`src/decim_timing_pkg.sv`:
```
// Package: constants for the decimation output-rate and settling control
package decim_timing_pkg;
  localparam int          RATE_WORD_W     = 10;           // Width of the rate divider word
  localparam int          MOD_CYCLES      = 1024;         // Master clocks per modulator frame
  localparam int          FRAME_W         = 10;           // Width of the frame counter
  localparam int          SINC4_ORDER     = 4;            // Periods per fourth-order settle
  localparam int          THIRD_ORDER_FILTER_SELECT_ORDER     = 3;            // Periods per third-order settle
  localparam int          CHOP_SETTLE     = 2;            // Conversions per settle with chop on
  localparam int          ZERO_LAT_BIT    = 11;           // Mode word bit enabling zero latency
  localparam int          MODE_W          = 24;           // Width of the mode control word
  localparam logic [9:0]  RATE_RESET      = 10'h060;      // Rate word after reset (96)
  localparam logic [9:0]  RATE_MAX        = 10'h3FF;      // Largest legal rate word (1023)
  localparam logic [2:0]  PHASE_RESET     = 3'h0;         // Phase counter after reset
  localparam logic [2:0]  SETTLE_RESET    = 3'h0;         // Settle counter after reset

  // Conversion sequencing states
  typedef enum logic [1:0] {
    ORDER_IDLE   = 2'b00,
    ORDER_SETTLE = 2'b01,
    ORDER_RUN    = 2'b10
  } conv_state_e;
endpackage

```
`src/rate_counter.sv`:
```
// Rate generator: counts master clocks, pulses at each programmed period
`timescale 1ns/1ns
`default_nettype none
module rate_counter #(
  parameter int WORD_W = 10
) (
  input  wire logic              clock_i,
  input  wire logic              rst_b_i,
  input  wire logic              restart_i,   // Filter reset restarts the count
  input  wire logic [WORD_W-1:0] divider_i,   // Frames of 1024 clocks per tick
  output logic                   tick_o       // One pulse per output sub-period
);
  import decim_timing_pkg::*;

  logic [FRAME_W-1:0] frame_cnt;              // Clocks inside one frame
  logic [WORD_W-1:0]  word_cnt;               // Frames inside one tick
  wire                frame_end = (frame_cnt == FRAME_W'(MOD_CYCLES - 1));
  wire                word_end  = (word_cnt >= divider_i - WORD_W'(1));

  // Nested counters; word compare uses >= so a shrinking divider cannot overrun
  always_ff @(posedge clock_i) begin
    if (!rst_b_i || restart_i) begin
      frame_cnt <= '0;
      word_cnt  <= '0;
      tick_o    <= 1'b0;
    end else begin
      frame_cnt <= frame_cnt + FRAME_W'(1);
      tick_o    <= frame_end && word_end;     // RQ17
      if (frame_end) begin
        word_cnt <= word_end ? '0 : word_cnt + WORD_W'(1);
      end
    end
  end
endmodule
`default_nettype wire

```
`src/decim_timing.sv`:
```
// Decimation filter output timing: rate, settling, channel change, chop
//
// Summary of operation
// RQ1: Mode bit 11 enables zero latency
// RQ2: Zero latency: each conversion fully settles
// RQ3: Sinc4 zero latency period 4*1024*word clocks
// RQ4: Sinc4 word 480/80 give 10/60 Hz, quartered
// RQ5: Zero latency: unaligned step yields one unsettled
// RQ6: Third-order select bit picks third_order_filter_select filter
// RQ7: Third_order_filter_select period 1024*word; word 1..1023
// RQ8: Third_order_filter_select channel change: first result after three
// RQ9: Third_order_filter_select step settles third, mid-step fourth
// RQ10: Third_order_filter_select zero latency period 3*1024*word
// RQ11: Third_order_filter_select word 480 gives 10 or 3.3 Hz
// RQ12: Notch bit adds 60 Hz notch, rate unchanged
// RQ13: Chop swaps polarity, averages settled pairs
// RQ14: Sinc4 chop period 4*1024*word, settle two
// RQ15: Reset default sinc4 with chop off
// RQ16: Sinc4 channel change: first result after four
// RQ17: Rate generator strobes each period, restarts
`timescale 1ns/1ns
`default_nettype none
module decim_timing #(
  parameter int WORD_W = decim_timing_pkg::RATE_WORD_W
) (
  input  wire logic                                   clock_i,
  input  wire logic                                   rst_b_i,
  input  wire logic [decim_timing_pkg::MODE_W-1:0]    mode_word_i,         // Mode control word
  input  wire logic [WORD_W-1:0]                      rate_divider_word_i, // Output rate word
  input  wire logic                                   third_order_filter_select_i,
  input  wire logic                                   sixty_hz_notch_enable_i,
  input  wire logic                                   chop_enable_i,       // Chop mode request
  input  wire logic                                   channel_change_i,    // One-cycle pulse
  input  wire logic                                   input_step_i,        // Step seen at input
  output logic                                        modulator_reset_o,   // Reset pulse to modulator
  output logic                                        filter_strobe_o,     // Conversion result ready
  output logic                                        result_settled_o,    // Result is fully settled
  output logic                                        chop_polarity_o,     // Current input orientation
  output logic                                        chop_average_o,      // Average with previous
  output logic                                        notch_60_o,          // Extra 60 Hz notch active
  output logic                                        third_order_o,       // Third_order_filter_select path active
  output logic [WORD_W-1:0]                           rate_word_o          // Word in effect
);
  import decim_timing_pkg::*;

  // Configuration held in flops so a mid-period write cannot tear a period
  logic              third_order_filter_select;                   // Filter order in effect
  logic              zero_lat;                // Zero latency in effect
  logic              chop;                    // Chop in effect
  logic [WORD_W-1:0] rate_word;               // Clamped rate word
  conv_state_e       state;                   // Conversion sequencing state
  conv_state_e       next_state;
  logic [2:0]        phase;                   // Sub-period index inside a conversion
  logic [2:0]        settle_cnt;              // Conversions since a step
  logic              step_pending;            // Step arrived, not yet counted
  logic              step_mid;                // Step arrived mid-conversion
  logic              tick;                    // Sub-period pulse from rate generator
  logic              restart;                 // Filter reset, restarts rate count

  // Decoded mode controls
  wire zl_req     = mode_word_i[ZERO_LAT_BIT];                        // RQ1
  wire word_zero  = (rate_divider_word_i == '0);
  // Host keeps the word in 1..1023; zero is forced to one so the counter never stalls
  wire [WORD_W-1:0] word_legal = word_zero ? WORD_W'(1) : rate_divider_word_i; // RQ7
  // Periods per conversion: zero latency and chop spread over the filter order
  wire [2:0] order      = third_order_filter_select ? 3'(THIRD_ORDER_FILTER_SELECT_ORDER) : 3'(SINC4_ORDER);
  wire [2:0] per_conv   = (zero_lat || chop) ? order : 3'd1;          // RQ3 RQ10 RQ14
  // Settling conversions after a channel change: two with chop, else the filter order
  wire [2:0] settle_len = chop ? 3'(CHOP_SETTLE) : order;            // RQ8 RQ16
  wire       last_phase = (phase == per_conv - 3'd1);
  wire       conv_done  = tick && last_phase;
  wire       reconfig   = (zl_req != zero_lat) || (third_order_filter_select_i != third_order_filter_select) ||
                          (chop_enable_i != chop) || (word_legal != rate_word);
  // Plain mode step settling count: order, plus one if the step was mid-conversion
  wire [2:0] step_need  = (zero_lat || chop) ? (step_mid ? 3'd2 : 3'd1)   // RQ5
                                             : (step_mid ? order + 3'd1 : order); // RQ9

  assign restart = channel_change_i || reconfig;

  rate_counter #(
    .WORD_W(WORD_W)
  ) u_rate (
    .clock_i   (clock_i),
    .rst_b_i   (rst_b_i),
    .restart_i (restart),
    .divider_i (rate_word),
    .tick_o    (tick)
  );

  // Register configuration; defaults sinc4, chop off, zero latency off
  always_ff @(posedge clock_i) begin
    if (!rst_b_i) begin
      third_order_filter_select     <= 1'b0;                      // RQ15
      zero_lat  <= 1'b0;
      chop      <= 1'b0;                      // RQ15
      rate_word <= RATE_RESET;
    end else begin
      third_order_filter_select     <= third_order_filter_select_i; // RQ6
      zero_lat  <= zl_req;                    // RQ1
      chop      <= chop_enable_i;
      rate_word <= word_legal;
    end
  end

  // Next-state selection for conversion sequencing
  always_comb begin
    next_state = state;
    unique case (state)
      ORDER_IDLE: begin
        next_state = ORDER_SETTLE;
      end
      ORDER_SETTLE: begin
        // Plain mode waits out full settle; chop waits two full conversions
        if (conv_done && (zero_lat || settle_cnt == settle_len - 3'd1)) begin // RQ14
          next_state = ORDER_RUN;
        end
      end
      ORDER_RUN: begin
        next_state = ORDER_RUN;
      end
      default: begin
        next_state = ORDER_IDLE;
      end
    endcase
    if (restart) begin
      next_state = ORDER_IDLE;
    end
  end

  // Sub-period phase and sequencing state
  always_ff @(posedge clock_i) begin
    if (!rst_b_i) begin
      state <= ORDER_IDLE;
      phase <= PHASE_RESET;
    end else begin
      state <= next_state;
      if (restart) begin
        phase <= PHASE_RESET;
      end else if (tick) begin
        phase <= last_phase ? PHASE_RESET : phase + 3'd1;
      end
    end
  end

  // Settling counters for channel change and input steps
  always_ff @(posedge clock_i) begin
    if (!rst_b_i || restart) begin
      settle_cnt   <= SETTLE_RESET;
      step_pending <= 1'b0;
      step_mid     <= 1'b0;
    end else begin
      if (state == ORDER_SETTLE && conv_done) begin
        settle_cnt <= settle_cnt + 3'd1;
      end else if (input_step_i) begin
        // Step restarts the settle count; mid-conversion if not at a boundary
        settle_cnt   <= SETTLE_RESET;
        step_pending <= 1'b1;
        step_mid     <= (phase != PHASE_RESET) || (state == ORDER_RUN && !conv_done);
      end else if (step_pending && conv_done) begin
        // Step wins over clear: a new step re-arms above
        settle_cnt   <= settle_cnt + 3'd1;
        step_pending <= (settle_cnt + 3'd1 < step_need);  // RQ9
      end
    end
  end

  // Result strobe, settled flag and chop orientation
  always_ff @(posedge clock_i) begin
    if (!rst_b_i) begin
      filter_strobe_o   <= 1'b0;
      result_settled_o  <= 1'b0;
      chop_polarity_o   <= 1'b0;
      chop_average_o    <= 1'b0;
      modulator_reset_o <= 1'b0;
    end else begin
      modulator_reset_o <= restart;           // RQ8 RQ16
      // Zero latency emits every conversion; plain emits after first settle
      filter_strobe_o   <= conv_done && (state == ORDER_RUN ||
                           (state == ORDER_SETTLE && next_state == ORDER_RUN)); // RQ2
      // Settled flag only rides on a delivered result, never on a swallowed one
      result_settled_o  <= conv_done && (state == ORDER_RUN ||
                           (state == ORDER_SETTLE && next_state == ORDER_RUN)) &&
                           !(step_pending && settle_cnt + 3'd1 < step_need); // RQ5 RQ9
      if (restart || !chop) begin
        chop_polarity_o <= 1'b0;
        chop_average_o  <= 1'b0;
      end else if (conv_done) begin
        chop_polarity_o <= ~chop_polarity_o;  // RQ13
        chop_average_o  <= 1'b1;              // RQ13
      end
    end
  end

  // Mode status mirrors; notch changes response only, never the rate
  always_ff @(posedge clock_i) begin
    if (!rst_b_i) begin
      notch_60_o    <= 1'b0;
      third_order_o <= 1'b0;
      rate_word_o   <= RATE_RESET;
    end else begin
      notch_60_o    <= sixty_hz_notch_enable_i; // RQ12
      third_order_o <= third_order_filter_select;
      rate_word_o   <= rate_word;               // RQ4 RQ11
    end
  end
endmodule
`default_nettype wire

```
`config.mk`:
```
export PLATFORM = sky130hd
export DESIGN_NAME = decim_timing
export DESIGN_NICKNAME = d
export VERILOG_FILES = /design/src/decim_timing_pkg.sv /design/src/rate_counter.sv /design/src/decim_timing.sv
export SDC_FILE = /design/constraint.sdc
export NUM_CORES = 1
export LEC_CHECK = 0
export BUFFER_PORTS_ARGS = -buffer_cell sky130_fd_sc_hd__buf_2
export CAP_MARGIN = 40
export CORE_MARGIN = 2
export CORE_UTILIZATION = 50
export CTS_CLUSTER_SIZE = 30
export DETAILED_ROUTE_END_ITERATION = 10
export GPL_TIMING_DRIVEN = 0
export PLACE_DENSITY = 0.84
export SLEW_MARGIN = 15
export SYNTH_ARGS = -nofsm -noshare
export SYNTH_HDL_FRONTEND = slang
export SYNTH_SLANG_ARGS = --single-unit
```
`constraint.sdc`:
```
create_clock -name clock_i -period 4.05 [get_ports clock_i]
set_input_delay 0.2025 -clock clock_i [delete_from_list [all_inputs] [get_ports clock_i]]
set_output_delay 0.2025 -clock clock_i [all_outputs]
set_load 0.01 [all_outputs]
```
==> flow_summary.ini, run 1 <==
[floorplanning]
core-area_um2 = 6310
io_pins = 58
rows = 29
start_util = 0.512
die_h_um = 84.4
dieArea_um2 = 7130
die_w_um = 84.4

[synth]
synth_top_family_by_area = simple AND/OR/NAND/NOR gates
netlist-cell-type-count = 61
ys.flop_type = dfxtp_1
synthMuxAreaShare = 0
synth_nets = 405
yosysWarnings = 0
synth_compound_area_frac = 0.135
yosys.area_share.simple = 0.282
synth-seq-cells = 61
synth_edf_count = 0
synth_area_um2 = 3230
ys_seq_area_frac = 0.378
syn_area_per_cell_um2 = 9.37
synth_xor_area_frac = 0.0948
synthArstFlopShare = 0
synth_cells = 345
synthAdderAreaFrac = 0.0735

[critical_path]
reg2reg_from = rate_word[5]
cp.required_ps = 4300
critPathKind = flop to flop
critPathLaunchType = flop
cp-end-kind = flop
path_max_fanout = 7
rrSetupSlack_ps = 670
r2r_cells = 11
worst_ep_arrival_time_ps = 3620
rr_endpoint = u_rate.word_cnt[6]

[worst_hold_path]
hold_start = sixty_hz_notch_enable_i
holdPathEnd = notch_60_o
hold-path-cell-count = 2
hold_class = input pin to flop

[timing]
slew_headroom = 0.348
setup_violations = 0
hold_viol = 0
rsz0062_at_grt = false
timing.final.crit_share = 0.834
max_freq_mhz = 296
fin_skew_ps = 8.17
setup_tns_ps = 0
drv_slew = 0
worst_pin_slew_ps = 972
fin_crit_ps = 3380

[power]
p_sw_mw = 0.324
ir_drop_uv = 281
seq_power_share = 0.448
p_per_area_nw_per_um2 = 371
sw_frac_of_total = 0.233
clkPwrFrac = 0.478
combinationalPowerShare = 0.074
power.internal_mw = 1.07
p_leak_nw = 1.40

[global_route]
grt_max_degree = 13
grt_pass1_wl_mm = 11.6
globalRouteOverflowTotal = 0
track_usage = 0.204
grt_pass1_vias = 2590
antenna_found_initial = 0

[run_status]
status = completed

[detailed_routing]
routed_wl_mm = 6.74
vias = 2628
met1_length_mm = 2.99
initialDrtViolationCount = 106
route.detailed.drc = 0
ant_nets = 0
post_drt_wl_per_cell_um = 14.3
wl_met2_mm = 3.25
dr_wl_met3_um = 329
dr.max_layer_used = met4
first_pass_iters = 5
viasPerCell = 5.57

[cts]
cts_buffers = 9
cts_hold_buf = 0
cts_resized = 0
cts_buffer_depth = 2
cts_tree = yes
cts_root_buf = clkbuf_8
clk_pin_slew_ps = 70
clk_latency_ps = 340
clkSinkCount = 61
post_cts_buffers = 0
htreeDepth = 3

[place]
dp.cells = 456
dp_hpwl_mm = 4.92
port_buffers = 34
place_congestion = 0.847

[layout]
n_antenna_cell = 0
nets = 450
layout-drive-gt1-share = 0.228
fillers = 544
finalNonFillerCells = 472
areaGrowthSynthToFinish_pct = 15.9

[run]
drv_cap = 0
==> flip-flops by register name (all words and copies together), names as in the netlist, 2 cells and up <==
| name | count |
|---|---|
| u_rate.frame_cnt | 10 |
| settle_cnt | 3 |
| phase | 3 |
| state | 2 |
| u_rate.word_cnt | 10 |
| rate_word | 10 |
| rate_word_o | 10 |
==> cells in the final DEF, fill, tap and decap left out, drive strengths merged, types with 15 or more instances in the layout <==
cell type	netlist	final
xor2	22	22
nand2	22	22
buf	6	40
nand2b	16	16
dfxtp	61	61
inv	15	15
ha	19	19
nor2	29	29
and2	22	22
a21oi	17	17
==> stage by stage <==
step / hold WS (ps) / utilization / power (mW) / instance area, µm² / setup WS, ps
6_report: 66.4 / 0.594 / 1.39 / 3750 / 674
3_5_place_dp: 425 / 0.554 / 0.738 / 3500 / 764
3_3_place_gp: 415 / 0.554 / 0.734 / 3500 / 851
4_1_cts: 52.3 / 0.594 / 1.40 / 3750 / 748
5_1_grt: 76.5 / 0.594 / 1.44 / 3750 / 302
2_1_floorplan: 276 / - / 0.702 / 3230 / 1200
==> cell usage after synthesis, drive strengths merged (2+ instances only) <==
cell type  number  area share
nor2b           3      0.0058
a31oi           2      0.0039
nor4bb          2      0.0062
clkbuf          4      0.0046
nor4           10       0.033
a211oi          4       0.011
nand4           6       0.012
and4            2      0.0054
nand3          11       0.019
o211ai          6       0.014
a2111oi         2      0.0073
o21ai           5      0.0077
dfxtp          61        0.38
a221oi          2      0.0073
nor3           11       0.019
inv            15       0.017
a21oi          17       0.038
and2           22       0.043
xor2           22       0.060
nand2          22       0.026
ha             19       0.074
o22ai           4      0.0077
a21o            2      0.0046
or3             6       0.013
a311oi          3       0.012
buf             6       0.016
and3            2      0.0039
nor2           29       0.043
xnor2          13       0.035
nand2b         16       0.031
==> logic make-up (layout without fill, tap and decap cells) <==
logic type / Yosys count / in the layout
simple gates: 150 / 150
fa+ha+maj: 19 / 19
compound gates: 55 / 55
xor+xnor: 35 / 35
buf+inv: 25 / 75
flops: 61 / 61
==> layout make-up <==
cell class	instances	area, µm²	area share
Multi-Input combinational cell	259	1890	0.504
Sequential cell	61	1220	0.326
Timing Repair Buffer	34	170	0.0454
Clock buffer	9	124	0.0330
Clock inverter	7	124	0.0330
Tap cell	77	96.3	0.0257
Buffer	10	66.3	0.0177
Inverter	15	56.3	0.0150
==> power groups by stage <==
stage / Combinational, mW / Clock (mW) / Sequential [mW]
2_1_floorplan: 0.0648 / 0 / 0.637
3_3_place_gp: 0.0976 / 0 / 0.637
3_5_place_dp: 0.101 / 0 / 0.637
4_1_cts: 0.103 / 0.673 / 0.624
5_1_grt: 0.114 / 0.698 / 0.625
6_report: 0.103 / 0.666 / 0.624
==> layer usage <==
layer  vias up  GRT usage
met2        67      0.333
met5         -          0
met1      1236      0.244
met3        14     0.0551
li1       1311          -
met4         0      0.108
==> critical path: stages (launching register included) <==
cell and delay (ps):
dfxtp_1 370, nor4_1 410, nand2b_1 120, or3_1 360
nor3_1 190, xnor2_1 150, ha_1 260, nand2_1 80
a21oi_1 40, a211oi_1 770, nor3_1 240, nor4_1 300
==> worst max path at each step <==
stage / from / endpoint / slack [ps] / cells past startpoint
after floorplan: rate_word[5] / u_rate.word_cnt[6] / 1200 / 11
after global placement: rate_word[5] / u_rate.word_cnt[9] / 850 / 11
after detailed placement: rate_word[5] / u_rate.word_cnt[8] / 760 / 11
after CTS: rate_word[5] / u_rate.word_cnt[9] / 750 / 11
after global routing: rate_word[5] / u_rate.word_cnt[7] / 300 / 11
final: rate_word[5] / u_rate.word_cnt[6] / 670 / 11
Note: power is estimated with default switching activity, not from simulation.
==> run 2: changes to the inputs <==
Settings changed: ABC_AREA from default to 1.
Clock period 4.05 ns to 3.25 ns, I/O delays scaled along.
==> run 2 against run 1 <==
Compared with the run above:
- total power increased by 13%
- largest cell class unchanged
- first-iteration DRC count is 14% lower
- maximum frequency rose by 35%
- critical endpoint unchanged
- combinational power up 24%
- design area fell by 5.7%
==> flow_summary.ini, run 2 <==
[detailed_routing]
dr_wl_met3_um = 296
vias = 2743
wl_met2_mm = 3.05
viasPerCell = 4.89
first_pass_iters = 4
route.detailed.drc = 0
dr.max_layer_used = met4
routed_wl_mm = 6.31
ant_nets = 0
post_drt_wl_per_cell_um = 11.2
met1_length_mm = 2.89
initialDrtViolationCount = 91

[place]
port_buffers = 34
dp_slack_ps = 756
place_congestion = 0.896
dp_hpwl_mm = 4.82

[timing]
max_freq_mhz = 398
fin_ws_ps = 740
setup_violations = 0
fin_crit_ps = 2510
worst_pin_slew_ps = 435
hold_viol = 0
setup_tns_ps = 0
drv_slew = 0
fin_skew_ps = 9.87
slew_headroom = 0.710
timing.final.crit_share = 0.772
rsz0062_at_grt = false

[worst_hold_path]
hold_start = chop_enable_i
hold_class = input pin to flop

[power]
ir_drop_uv = 327
combinationalPowerShare = 0.082
seq_power_share = 0.495
p_total_mw = 1.57
p_sw_mw = 0.383
power.internal_mw = 1.19
clkPwrFrac = 0.423
p_leak_nw = 1.76
sw_frac_of_total = 0.244
p_per_area_nw_per_um2 = 443

[synth]
synth_area_um2 = 3070
synth_top_area_frac = 0.398
syn_area_per_cell_um2 = 7.06
synth_common_cells = nand2_1 (108), inv_1 (75), dfxtp_1 (61), nor2_1 (61), nand3_1 (24)
netlist-cell-type-count = 31
synth.top_cells.by_area = dfxtp_1 (40%), nand2_1 (13%), inv_1 (9.2%)
yosysWarnings = 0
ys_seq_area_frac = 0.398
synthArstFlopShare = 0
synth-seq-cells = 61
synth_cells = 435
ys.flop_type = dfxtp_1
yosysTopAreaCell = dfxtp_1
synth_edf_count = 0
synth_nets = 495
synth.most_common_cell = nand2_1

[floorplanning]
io_pins = 58
die_w_um = 82.3
dieArea_um2 = 6780
rows = 28
start_util = 0.518
core-area_um2 = 5920
die_h_um = 82.3

[cts]
cts_tree = yes
clk_pin_slew_ps = 70
cts_hold_buf = 1
htreeDepth = 3
cts_buffers = 9
clkSinkCount = 61
cts_buffer_depth = 2
clk_latency_ps = 340
cts_resized = 0
post_cts_buffers = 0
cts_root_buf = clkbuf_8

[global_route]
globalRouteOverflowTotal = 0
grt_pass1_vias = 2590
track_usage = 0.210
grt_pass1_wl_mm = 10.8
grt_max_degree = 11
antenna_found_initial = 0

[critical_path]
critPathLaunchType = flop
startpoint = rate_word[3]
cp-end-kind = flop
critPathKind = flop to flop
worst_ep_arrival_time_ps = 2740
path_max_fanout = 10
reg2reg_from = rate_word[3]
cp.required_ps = 3480
rrSetupSlack_ps = 740

[layout]
layout_common_cells = nand2_1 (108), inv_1 (75), nor2_1 (61), dfxtp_1 (61), buf_2 (35)
mostFrequentLayoutCell = nand2_1
areaGrowthSynthToFinish_pct = 15.2
nets = 541
layout-drive-gt1-share = 0.119
n_antenna_cell = 0

[run]
drv_cap = 0

[run_status]
status = completed
run 2: path summary, 6_finish.rpt:
| path | to | depth (start not counted) |
|---|---|---|
| min | chop | 3 |
| min reg2reg | rate_word_o[8] | 2 |
| max | u_rate.word_cnt[6] | 13 |
| max reg2reg | u_rate.word_cnt[6] | 13 |
run 2: cell type report:
class / instances / area [µm²]
multi-input cells: 294 / 1540
clock buffers: 12 / 145
inverters: 76 / 285
well taps: 75 / 93.8
repair buffers: 35 / 180
plain buffers: 4 / 23.8
fillers: 539 / 2380
flip-flops and latches: 61 / 1220
clock inverters: 4 / 47.5
run 2: layer usage:
metal,up-vias,track usage
li1,1437,-
met1,1245,0.237
met2,53,0.361
met3,8,0.0728
met4,0,0.0817
met5,-,0
run 2: cell families after synthesis:
group                    synth area share
AND/OR/NAND/NOR                     0.307
buffers and inverters               0.101
flip-flops                          0.398
AO/OA/AOI/OAI                      0.0546
XOR/XNOR                           0.0628
adder cells (fa/ha/maj)            0.0775
run 2: stage by stage:
step                hold slack, ps  area (µm²)  utilization  instances
floorplan                      256        3070            -        435
global placement               349        3330        0.563        544
detailed placement             357        3330        0.563        544
CTS                           27.4        3540        0.597        561
global route                  37.2        3540        0.597        561
finish                        38.5        3540        0.597        561
run 2: critical path, stage by stage, from the launching register on:
cell and delay (ps):
dfxtp_1 370, nor2_1 160, nand3_1 120, nor3_1 280, nand3_1 130, xor2_1 170
ha_1 320, nand2_1 80, nor2_1 160, o211ai_1 110, nand4_1 110, nand2_1 90
nand3_2 190, nor2_1 80
run 2: power by group through the flow:
stage	registers [mW]	clock network [mW]	logic (mW)
6_report	0.776	0.664	0.128
5_1_grt	0.778	0.719	0.149
4_1_cts	0.776	0.675	0.127
3_5_place_dp	0.793	0	0.126
3_3_place_gp	0.792	0	0.121
2_1_floorplan	0.793	0	0.0806
==> run 3: changes to the inputs <==
Clock period 3.25 ns to 2.5 ns, I/O delays scaled along.
==> run 3 against run 2 <==
Compared with the run above:
- clock-buffer cell count did not move
- clock power rose by 30%
- die area did not move
- first-iteration DRC count rose by 68%
- final cell count rose by 1.4%
- core utilization rose by 1.8 points
- setup slack got worse by 580 ps
- total power rose by 31%
- worst hold slack got worse by 19 ps
- maximum frequency rose by 7.1%
- wire length rose by 5.7%
- sequential share of layout area fell by 0.95 points
- largest cell class unchanged
- highest routed layer unchanged
==> flow_summary.ini, run 3 (synthesis results as in run 2) <==
[power]
ir_drop_uv = 426
p_leak_nw = 1.79
p_per_area_nw_per_um2 = 563

[critical_path]
path_max_fanout = 5
critPathKind = flop to flop
crit_top_cell = nand4_1
cp.required_ps = 2780
max_stage_delay_ps = 340
cp_slowest_cell = dfxtp_1
cp-end-kind = flop
crit_chain = inv_2, ha_2, nand4_1, nor3_2, xor2_1, ha_1, nand2_1, nor2_2, o211ai_1, nand4_1, nand2_2, nand3_4, nor2_1
critPathLaunchType = flop
worst_ep_arrival_time_ps = 2630

[floorplanning]
die_w_um = 82.3
io_pins = 58
dieArea_um2 = 6780
start_util = 0.518
rows = 28
die_h_um = 82.3
core-area_um2 = 5920

[detailed_routing]
ant_nets = 0
vias = 2826
viasPerCell = 4.97
initialDrtViolationCount = 153
routed_wl_mm = 6.67
route.detailed.drc = 0
first_pass_iters = 4
post_drt_wl_per_cell_um = 11.7

[timing]
drv_slew = 0
timing.final.crit_share = 0.938
hold_viol = 0
worst_pin_slew_ps = 440
setup_violations = 0
fin_crit_ps = 2340
fin_skew_ps = 8.96
max_freq_mhz = 427
slew_headroom = 0.706

[layout]
layout_common_cells = nand2_1 (107), inv_1 (74), dfxtp_1 (59)
nets = 549
layout-drive-gt1-share = 0.144
final_area_um2 = 3640
areaGrowthSynthToFinish_pct = 18.7
n_antenna_cell = 0
mostFrequentLayoutCell = nand2_1
fin_util = 0.615

[cts]
htreeDepth = 3
clk_latency_ps = 340
clk_pin_slew_ps = 70
cts_root_buf = clkbuf_8
clkSinkCount = 61
cts_buffer_depth = 2
cts_tree = yes
cts_buffers = 9

[global_route]
globalRouteOverflowTotal = 0
antenna_found_initial = 0
grt_max_degree = 11
grt_pass1_vias = 2631
track_usage = 0.212
grt_pass1_wl_mm = 10.9

[place]
placed_area_um2 = 3330
place_congestion = 0.896
dp_hpwl_mm = 4.82
port_buffers = 34

[run]
drv_cap = 0

[worst_hold_path]
hold_class = input pin to flop

[run_status]
status = completed
==> run 3: layout make-up <==
type | count | area (µm²)
fill | 511 | 2280
multi-input combinational | 295 | 1580
sequential | 61 | 1220
inverter | 76 | 285
timing repair buffer | 42 | 245
clock buffer | 12 | 145
tap | 75 | 93.8
clock inverter | 4 | 47.5
buffer | 4 | 23.8
==> run 3: where the power goes <==
group          switching (mW)  total, mW  leakage [nW]  internal (mW)
Clock                   0.379      0.863        0.0964          0.484
Sequential             0.0192       1.01         0.498          0.992
Combinational           0.106      0.177          1.20         0.0708
==> run 3: timing repair <==
| action | CTS | global route |
|---|---|---|
| hold buffers | 6 | 0 |
| gates resized for setup | 1 | 10 |
| endpoints found under the hold margin | 6 | 0 |
| pin swaps | 0 | 2 |
| setup endpoints to repair | 1 | 10 |
| cloned | 0 | 1 |
| setup buffers | 0 | 2 |
==> run 3: final timing paths <==
kind	startpoint	endpoint	slack, ps	cells past startpoint
max	rate_word[0]	u_rate.word_cnt[6]	160	13
min reg2reg	rate_word[8]	rate_word_o[8]	460	2
max reg2reg	rate_word[0]	u_rate.word_cnt[6]	160	13
min	rate_divider_word_i[9]	rate_word[9]	20	3
==> run 3: routing by layer <==
layer  global-route usage  up-vias  routed length (µm)
met5                    0        -                   0
met4               0.0850        0                 116
met3               0.0739       12                 339
met2                0.364       63                3250
met1                0.239     1291                2960
li1                     -     1460                   -
==> run 3: worst max-delay path: cells and delay by family, from the launching register on <==
| family | cells | cell delay (ps) |
|---|---|---|
| AOI/OAI and AO/OA | 1 | 90 |
| xor gates and xnor gates | 1 | 210 |
| adders and majority gates | 2 | 480 |
| buffers and inverters | 1 | 100 |
| DFF | 1 | 340 |
| and+or+nand+nor | 8 | 1060 |
==> run 3: per-stage QoR <==
step	setup TNS [ps]	power [mW]	hold WS (ps)	setup WS, ps	std cells
finish	0	2.05	19.9	156	569
global route	-23.6	2.15	15.4	-11.8	569
CTS	0	2.06	3.15	28.5	566
detailed placement	0	1.19	320	5.95	544
global placement	0	1.19	311	117	544
floorplan	0	1.14	218	392	435
